**src/design/dcc_pkg.sv**
```systemverilog
// Package of register map, field positions, reset values and carrier types for the DMA channel control block.
package dcc_pkg;

  // ---------------------------------------------------------------
  // Register byte offsets on the plain register port.
  // ---------------------------------------------------------------
  localparam logic [7:0] DCC_OFF_CONTROL = 8'h00;  // Channel control register.
  localparam logic [7:0] DCC_OFF_SRC_SIZE = 8'h04;  // Source block size in bytes.
  localparam logic [7:0] DCC_OFF_SRC_PTR = 8'h08;  // Read-only source pointer.
  localparam logic [7:0] DCC_OFF_PATTERN = 8'h0C;  // Pattern data and pattern enable.

  // ---------------------------------------------------------------
  // Field positions of the channel control register.
  // ---------------------------------------------------------------
  localparam int DCC_IGN_LSB = 24;  // Ignore value occupies 31 down to 24.
  localparam int DCC_BUSY_BIT = 15;  // Channel activity flag.
  localparam int DCC_IGNEN_BIT = 13;  // Ignore byte enable.
  localparam int DCC_PATLEN_BIT = 11;  // Pattern length select.
  localparam int DCC_CHNS_BIT = 8;  // Chain direction select.
  localparam int DCC_EN_BIT = 7;  // Channel enable.
  localparam int DCC_AED_BIT = 6;  // Events when disabled.
  localparam int DCC_CHN_BIT = 5;  // Chain enable.
  localparam int DCC_AUTO_BIT = 4;  // Stay enabled after a block completes.
  localparam int DCC_EDET_BIT = 2;  // Start event detected flag.
  localparam int DCC_PRI_LSB = 0;  // Priority field occupies 1 down to 0.
  localparam int DCC_PATEN_BIT = 16;  // Pattern match enable inside the pattern register.

  // ---------------------------------------------------------------
  // Reset values and widths.
  // ---------------------------------------------------------------
  localparam logic [15:0] DCC_RST_SRC_SIZE = 16'h0000;  // Zero stands for a full 65,536-byte block.
  localparam logic [15:0] DCC_RST_PATTERN = 16'h0000;  // Pattern data after reset.
  localparam logic [7:0] DCC_RST_IGNORE = 8'h00;  // Ignore value after reset.
  localparam logic [15:0] DCC_PTR_ONE = 16'h0001;  // Pointer increment per byte.

  // ---------------------------------------------------------------
  // Carrier types.
  // ---------------------------------------------------------------
  // One register port request, sampled at a rising edge.
  typedef struct packed {
    logic wr;  // Write strobe.
    logic rd;  // Read strobe.
    logic [7:0] addr;  // Byte address.
    logic [31:0] wdata;  // Write data.
  } dcc_reg_req_t;

  // One byte returned from the system bus.
  typedef struct packed {
    logic ack;  // Read transaction finished.
    logic [7:0] data;  // Byte read from the source.
  } dcc_bus_rsp_t;

  // Transfer engine states.
  typedef enum logic [0:0] {
    DCC_IDLE = 1'b0,  // No transaction on the bus.
    DCC_WAIT = 1'b1   // Read issued, waiting for its acknowledge.
  } dcc_state_t;

endpackage : dcc_pkg

```
**src/design/dcc_channel.sv**
```systemverilog
// Single DMA channel: control register, chaining, events, pattern termination and source pointer.
`timescale 1ns/1ps

module dcc_channel
  import dcc_pkg::*;
(
  input wire logic core_clk,  // Channel clock, 250 MHz.
  input wire logic nrst,  // Asynchronous reset, active low.
  input wire logic clk_en,  // Freezes all state while low.
  input wire dcc_reg_req_t reg_req,  // Register port request.
  output logic [31:0] rd_data,  // Read data, valid the cycle after a read.
  input wire logic start_evt,  // Start event, one byte per event.
  input wire logic abort_evt,  // Abort event.
  input wire logic done_lower,  // Block done pulse of the neighbour lower in priority.
  input wire logic done_higher,  // Block done pulse of the neighbour higher in priority.
  output logic bus_req,  // Source read request, held until acknowledge.
  output logic [15:0] bus_offset,  // Source byte offset of the request.
  input wire dcc_bus_rsp_t bus_rsp,  // Source read answer.
  output logic dst_valid,  // One-cycle pulse with a moved byte.
  output logic [7:0] dst_data,  // Moved byte.
  output logic block_done  // One-cycle pulse at block or pattern end.
);

  // ---------------------------------------------------------------
  // Storage.
  // ---------------------------------------------------------------
  logic [7:0] ignore_value;  // Ignore byte value.
  logic pattern_ignore_enable;  // Ignore byte enable.
  logic pattern_length_select;  // High for a two-byte pattern.
  logic chain_direction_select;  // High chains to the lower neighbour.
  logic channel_enable_bit;  // Channel enable.
  logic events_when_disabled;  // Register events while disabled.
  logic chain_enable_bit;  // Chaining allowed.
  logic auto_enable_bit;  // Keep enabled after a block.
  logic event_detected_flag;  // A start event waits for service.
  logic [1:0] channel_priority_field;  // Priority, stored only.
  logic channel_activity_flag;  // Busy flag.
  logic [15:0] src_size;  // Block size in bytes.
  logic [15:0] pattern_data;  // Pattern bytes, first byte low.
  logic pattern_match_enable;  // Pattern termination on.
  logic [15:0] source_byte_pointer;  // Current source byte.
  logic [7:0] prev_byte;  // Last counted byte for a two-byte match.
  logic prev_valid;  // Last counted byte present.
  dcc_state_t state;  // Transfer engine state.

  // ---------------------------------------------------------------
  // Decode and next values.
  // ---------------------------------------------------------------
  logic wr_ctrl;  // Write to the control register.
  logic beat;  // A source byte arrives this cycle.
  logic byte_ignored;  // Arriving byte is a don't-care.
  logic pat_hit;  // Pattern detected on this byte.
  logic blk_end;  // Last byte of the block arrives.
  logic events_ok;  // Events are registered now.
  logic chain_fire;  // Selected neighbour enables this channel.
  logic next_en;  // Next channel enable.
  logic [15:0] next_ptr;  // Pointer after this byte.

  // Address match shared by write and read decode.
  function automatic logic hit(input logic [7:0] a, input logic [7:0] off);
    hit = (a == off);
  endfunction : hit

  assign wr_ctrl = reg_req.wr && hit(reg_req.addr, DCC_OFF_CONTROL);
  assign beat = (state == DCC_WAIT) && bus_rsp.ack;
  assign next_ptr = source_byte_pointer + DCC_PTR_ONE;
  assign blk_end = beat && (next_ptr == src_size);
  assign events_ok = channel_enable_bit || events_when_disabled;
  // The direction bit is looked at only under chain enable.
  assign chain_fire = chain_enable_bit &&
                      (chain_direction_select ? done_lower : done_higher);
  // With the ignore enable set, a byte equal to the ignore value is skipped by the comparator.
  assign byte_ignored = pattern_ignore_enable && (bus_rsp.data == ignore_value);

  // Pattern comparator for one or two bytes.
  always_comb begin
    pat_hit = 1'b0;
    if (beat && pattern_match_enable && !byte_ignored) begin
      if (pattern_length_select) begin
        pat_hit = prev_valid && (prev_byte == pattern_data[7:0]) && (bus_rsp.data == pattern_data[15:8]);
      end else begin
        pat_hit = (bus_rsp.data == pattern_data[7:0]);
      end
    end
  end

  // Enable: software write, then hardware clear at the end or abort, then chain set.
  always_comb begin
    next_en = channel_enable_bit;
    if (wr_ctrl) begin
      next_en = reg_req.wdata[DCC_EN_BIT];
    end
    if ((abort_evt && events_ok) || ((blk_end || pat_hit) && !auto_enable_bit)) begin
      next_en = 1'b0;
    end
    if (chain_fire) begin
      next_en = 1'b1;
    end
  end

  // ---------------------------------------------------------------
  // Control register fields.
  // ---------------------------------------------------------------
  // Writable fields; unimplemented positions have no storage at all.
  always_ff @(posedge core_clk or negedge nrst) begin
    if (!nrst) begin
      ignore_value <= DCC_RST_IGNORE;
      pattern_ignore_enable <= 1'b0;
      pattern_length_select <= 1'b0;
      chain_direction_select <= 1'b0;
      events_when_disabled <= 1'b0;
      chain_enable_bit <= 1'b0;
      auto_enable_bit <= 1'b0;
      channel_priority_field <= 2'h0;
    end else if (clk_en && wr_ctrl) begin
      ignore_value <= reg_req.wdata[DCC_IGN_LSB +: 8];
      pattern_ignore_enable <= reg_req.wdata[DCC_IGNEN_BIT];
      pattern_length_select <= reg_req.wdata[DCC_PATLEN_BIT];
      chain_direction_select <= reg_req.wdata[DCC_CHNS_BIT];
      events_when_disabled <= reg_req.wdata[DCC_AED_BIT];
      chain_enable_bit <= reg_req.wdata[DCC_CHN_BIT];
      auto_enable_bit <= reg_req.wdata[DCC_AUTO_BIT];
      channel_priority_field <= reg_req.wdata[DCC_PRI_LSB +: 2];
    end
  end

  // Enable and the activity flag; the flag holds while a read is still in flight.
  always_ff @(posedge core_clk or negedge nrst) begin
    if (!nrst) begin
      channel_enable_bit <= 1'b0;
      channel_activity_flag <= 1'b0;
    end else if (clk_en) begin
      channel_enable_bit <= next_en;
      channel_activity_flag <= next_en || (state == DCC_WAIT && !bus_rsp.ack) ||
                               (state == DCC_IDLE && channel_enable_bit && event_detected_flag);
    end
  end

  // Start event flag; a new event wins over the clear when service begins.
  always_ff @(posedge core_clk or negedge nrst) begin
    if (!nrst) begin
      event_detected_flag <= 1'b0;
    end else if (clk_en) begin
      if (start_evt && events_ok) begin
        event_detected_flag <= 1'b1;
      end else if ((abort_evt && events_ok) || (state == DCC_IDLE && channel_enable_bit && event_detected_flag)) begin
        event_detected_flag <= 1'b0;
      end
    end
  end

  // ---------------------------------------------------------------
  // Size and pattern registers.
  // ---------------------------------------------------------------
  // Software writes block size, pattern bytes and the pattern enable.
  always_ff @(posedge core_clk or negedge nrst) begin
    if (!nrst) begin
      src_size <= DCC_RST_SRC_SIZE;
      pattern_data <= DCC_RST_PATTERN;
      pattern_match_enable <= 1'b0;
    end else if (clk_en && reg_req.wr) begin
      if (hit(reg_req.addr, DCC_OFF_SRC_SIZE)) begin
        src_size <= reg_req.wdata[15:0];
      end else if (hit(reg_req.addr, DCC_OFF_PATTERN)) begin
        pattern_data <= reg_req.wdata[15:0];
        pattern_match_enable <= reg_req.wdata[DCC_PATEN_BIT];
      end
    end
  end

  // ---------------------------------------------------------------
  // Transfer engine.
  // ---------------------------------------------------------------
  // One read per serviced start event; a suspend lets the read finish.
  always_ff @(posedge core_clk or negedge nrst) begin
    if (!nrst) begin
      state <= DCC_IDLE;
      bus_req <= 1'b0;
    end else if (clk_en) begin
      case (state)
        DCC_IDLE: begin
          if (channel_enable_bit && event_detected_flag) begin
            state <= DCC_WAIT;
            bus_req <= 1'b1;
          end
        end
        DCC_WAIT: begin
          if (bus_rsp.ack) begin
            state <= DCC_IDLE;
            bus_req <= 1'b0;
          end
        end
        default: begin
          state <= DCC_IDLE;
          bus_req <= 1'b0;
        end
      endcase
    end
  end

  // Source pointer: steps per byte, returns to zero at block end, abort or pattern detect.
  always_ff @(posedge core_clk or negedge nrst) begin
    if (!nrst) begin
      source_byte_pointer <= 16'h0000;
    end else if (clk_en) begin
      if (pat_hit || blk_end || (abort_evt && events_ok)) begin
        source_byte_pointer <= 16'h0000;
      end else if (beat) begin
        source_byte_pointer <= next_ptr;
      end
    end
  end

  // Pattern history of the last counted byte; ignored bytes leave it alone.
  always_ff @(posedge core_clk or negedge nrst) begin
    if (!nrst) begin
      prev_byte <= 8'h00;
      prev_valid <= 1'b0;
    end else if (clk_en) begin
      if (pat_hit || blk_end || (abort_evt && events_ok)) begin
        prev_valid <= 1'b0;
      end else if (beat && !byte_ignored) begin
        prev_byte <= bus_rsp.data;
        prev_valid <= 1'b1;
      end
    end
  end

  // Outputs toward the source bus, the destination and the neighbours.
  always_ff @(posedge core_clk or negedge nrst) begin
    if (!nrst) begin
      bus_offset <= 16'h0000;
      dst_valid <= 1'b0;
      dst_data <= 8'h00;
      block_done <= 1'b0;
    end else if (clk_en) begin
      bus_offset <= source_byte_pointer;
      dst_valid <= beat;
      dst_data <= bus_rsp.data;
      block_done <= blk_end || pat_hit;
    end
  end

  // ---------------------------------------------------------------
  // Read data.
  // ---------------------------------------------------------------
  // Unmapped addresses and unimplemented bits read zero.
  always_ff @(posedge core_clk or negedge nrst) begin
    if (!nrst) begin
      rd_data <= 32'h00000000;
    end else if (clk_en) begin
      rd_data <= 32'h00000000;
      if (reg_req.rd) begin
        if (hit(reg_req.addr, DCC_OFF_CONTROL)) begin
          rd_data[DCC_IGN_LSB +: 8] <= ignore_value;
          rd_data[DCC_BUSY_BIT] <= channel_activity_flag;
          rd_data[DCC_IGNEN_BIT] <= pattern_ignore_enable;
          rd_data[DCC_PATLEN_BIT] <= pattern_length_select;
          rd_data[DCC_CHNS_BIT] <= chain_direction_select;
          rd_data[DCC_EN_BIT] <= channel_enable_bit;
          rd_data[DCC_AED_BIT] <= events_when_disabled;
          rd_data[DCC_CHN_BIT] <= chain_enable_bit;
          rd_data[DCC_AUTO_BIT] <= auto_enable_bit;
          rd_data[DCC_EDET_BIT] <= event_detected_flag;
          rd_data[DCC_PRI_LSB +: 2] <= channel_priority_field;
        end else if (hit(reg_req.addr, DCC_OFF_SRC_SIZE)) begin
          rd_data[15:0] <= src_size;
        end else if (hit(reg_req.addr, DCC_OFF_SRC_PTR)) begin
          rd_data[15:0] <= source_byte_pointer;
        end else if (hit(reg_req.addr, DCC_OFF_PATTERN)) begin
          rd_data[15:0] <= pattern_data;
          rd_data[DCC_PATEN_BIT] <= pattern_match_enable;
        end
      end
    end
  end
endmodule : dcc_channel

```
**config.mk**
```make
export PLATFORM = sky130hd
export DESIGN_NAME = dcc_channel
export DESIGN_NICKNAME = d
export VERILOG_FILES = /design/src/design/dcc_pkg.sv /design/src/design/dcc_channel.sv
export SDC_FILE = /design/constraint.sdc
export NUM_CORES = 1
export LEC_CHECK = 0
export ABC_AREA = 1
export BUFFER_PORTS_ARGS = -buffer_cell sky130_fd_sc_hd__buf_4
export CAP_MARGIN = 20
export CORE_ASPECT_RATIO = 0.7
export CORE_MARGIN = 2
export CORE_UTILIZATION = 58
export CTS_BUF_LIST = sky130_fd_sc_hd__clkbuf_4
export DETAILED_ROUTE_END_ITERATION = 7
export PLACE_DENSITY_LB_ADDON = 0.12
export SYNTH_ARGS = -nofsm -noshare
export SYNTH_HDL_FRONTEND = slang
export SYNTH_SLANG_ARGS = --single-unit
```
**constraint.sdc**
```tcl
create_clock -name core_clk -period 2.89 [get_ports core_clk]
set_input_delay 0.578 -clock core_clk [delete_from_list [all_inputs] [get_ports core_clk]]
set_output_delay 0.578 -clock core_clk [all_outputs]
set_load 0.1 [all_outputs]
```
==> impl_metrics.json <==
{
  "final_util_pct": 71.0,
  "maxSlewViolCount": 0,
  "grt_pass1_wl_um": 31600,
  "die_w_um": 132,
  "mostFrequentLayoutCell": "nand2_1",
  "drc": 0,
  "firstDrtPassIters": 6,
  "postCtsHoldBufs": 0,
  "drt_iter0_markers": 746,
  "power_mw": 4.48,
  "crit_arrival_ps": 3160,
  "grt_overflow": 0,
  "synth.avg_cell_area_um2": 8.01,
  "antenna_found_initial": 0,
  "status": "completed",
  "area_delta_synth_final_pct": 18.1,
  "period_minus_slack_ps": 2670,
  "synthAdderAreaFrac_pct": 0.187,
  "synth_async_sr_flop_share_pct": 100,
  "synth_mux_area_share_pct": 0.842,
  "tritoncts": "built",
  "timing_hold_violations_final": 0,
  "path_clk_slew_ps": 120,
  "port_buffers": 102,
  "ys_warn_count": 0,
  "rsz0062_at_grt": "false",
  "routabilityCongestion": 0.943,
  "antenna_cells": 0,
  "drtAntennaViolNets": 0,
  "ios": 117,
  "post_cts_buffers": 0,
  "ys_types": 38,
  "synthSimpleGateAreaFrac_pct": 26.9,
  "synth_edf_count": 0,
  "layout.cells.non_filler": 1101,
  "synth_top_family_by_area": "simple AND/OR/NAND/NOR gates",
  "ys_seq_area_share_pct": 48.6,
  "vias_per_cell": 5.84,
  "post-route-period-util_pct": 92.3,
  "core_um2": 11100,
  "syn_inst": 835,
  "max_freq_mhz": 375,
  "syn_area_um2": 6690,
  "setup_violations": 0,
  "cts_resized": 0,
  "p_leak_nw": 4.00,
  "fin_skew_ps": 18.0,
  "h-tree-depth": 4,
  "startpoint_type": "flop",
  "crit_fanout": 16,
  "filler_cell_count": 947,
  "synth.ff_latch_count": 130,
  "fin_setup_tns_ps": 0,
  "cp-end-kind": "flop",
  "cts-root-buf": "clkbuf_4",
  "holdCritPathClass": "in -> async",
  "worst_slew_pin_slew_ps": 700,
  "grt_max_degree": 131,
  "nets": 995,
  "grtUsageTotal_pct": 33.8,
  "wl_per_cell_um": 18.4,
  "die-area_um2": 12400,
  "maxCapViolCount": 0,
  "drive_gt1_share_pct": 18.5,
  "cts_buffer_depth": 2,
  "critPathRequiredTime_ps": 3380,
  "post-dp-hpwl_um": 14800,
  "slew_headroom_pct": 53.3,
  "wl_um": 20300,
  "rows": 32,
  "grt_pass1_vias": 5729,
  "ir_drop_mv": 0.413,
  "die_y_um": 93.9,
  "synth-xor-area-share_pct": 2.64,
  "layout_setup_ws_ps": 222,
  "start_util_pct": 60.1,
  "clk-insertion-delay-late_ps": 550,
  "synth_compound_area_share_pct": 12.9,
  "cts.sinks": 130,
  "power-per-cell-area_nw_per_um2": 568,
  "final_cell_mix": "nand2_1, dfrtp_1, buf_4",
  "cts_made_buffers": 17,
  "via_count": 6425,
  "crit_type": "reg -> reg",
  "pre_cts_ws_ps": 302,
  "dp_cells": 1070,
  "rrSetupSlack_ps": 220,
  "ys.flop_type": "dfrtp_1"
}
-- where the power goes --
part	internal (mW)	total, mW	switching (mW)
Combinational	0.274	0.991	0.718
Sequential	1.97	2.10	0.130
Clock	0.677	1.40	0.719
Total	2.92	4.48	1.57
-- area by class of cell --
class                           count  area, µm²  area share (%)
Sequential cell                   130       3250            41.2
Multi-Input combinational cell    584       2930            37.1
Timing Repair Buffer              114        868            11.0
Inverter                           89        334            4.23
Tap cell                          153        191            2.42
Clock inverter                     14        190            2.41
Clock buffer                       17        128            1.62
-- cell usage after synthesis (10+ instances only) --
cell type / n / share of area (%)
nand2_1: 269 / 15
dfrtp_1: 130 / 49
inv_1: 86 / 4.8
o21ai_0: 84 / 6.3
nor2_1: 44 / 2.5
nand3_1: 42 / 3.1
clkbuf_1: 28 / 1.6
nand4_1: 28 / 2.6
a32o_1: 15 / 2.2
a21oi_1: 14 / 1.0
o221ai_1: 13 / 1.7
xor2_1: 10 / 1.3
-- metrics by stage --
step,cell area (µm²),hold WS (ps)
global placement,7580,458
finish,7900,119
global route,7900,163
floorplan,6710,282
detailed placement,7580,464
CTS,7900,156
-- layer usage --
| layer | track usage (%) | up-vias | wire length, µm |
|---|---|---|---|
| met5 | 0 | - | 0 |
| met4 | 9.50 | 0 | 425 |
| met3 | 9.55 | 41 | 2530 |
| met2 | 46.4 | 426 | 8260 |
| met1 | 52.0 | 3019 | 9050 |
| li1 | - | 2939 | - |
-- cells by family after synthesis --
kind of cell,after synthesis
and+or+nand+nor,413
AOI/OAI and AO/OA,141
DFF,130
buffers and inverters,127
xor gates and xnor gates,17
muxes,5
adders and majority gates,1
other,1
-- critical path, cell delays in order (launching register included) --
cell     delay [ps]
dfrtp_1         480
ha_1            230
nand3_1         150
nor2_2          270
nand3_1         130
nand2_1         100
nand3_1          70
nand2_1          70
nor2_1           40
nand2_1          70
nor2_2           50
nand2_2         120
nand2_4          90
nor2_8          200
buf_4           280
nand4_1         140
nand2_1          80
-- worst paths after layout --
check | from | to | cells past startpoint
min in group core_clk | reg_req[27] | ignore_value[3] | 2
max in group asynchronous | nrst | pattern_data[9] | 2
worst max register to register | source_byte_pointer[1] | source_byte_pointer[3] | 16
worst min register to register | dst_data[0] | dst_data[0] | 2
worst max-delay path | source_byte_pointer[1] | source_byte_pointer[3] | 16
worst min-delay path | nrst | bus_offset[3] | 2
-- state kept, by name, indices dropped and copies added, names as in the netlist, 2 cells and up --
register and cells:
ignore_value 8, dst_data 8, source_byte_pointer 16, src_size 16, prev_byte 8, bus_offset 16
rd_data 25, pattern_data 16, channel_priority_field 2
No activity file was read; power rests on OpenSTA's default activity.
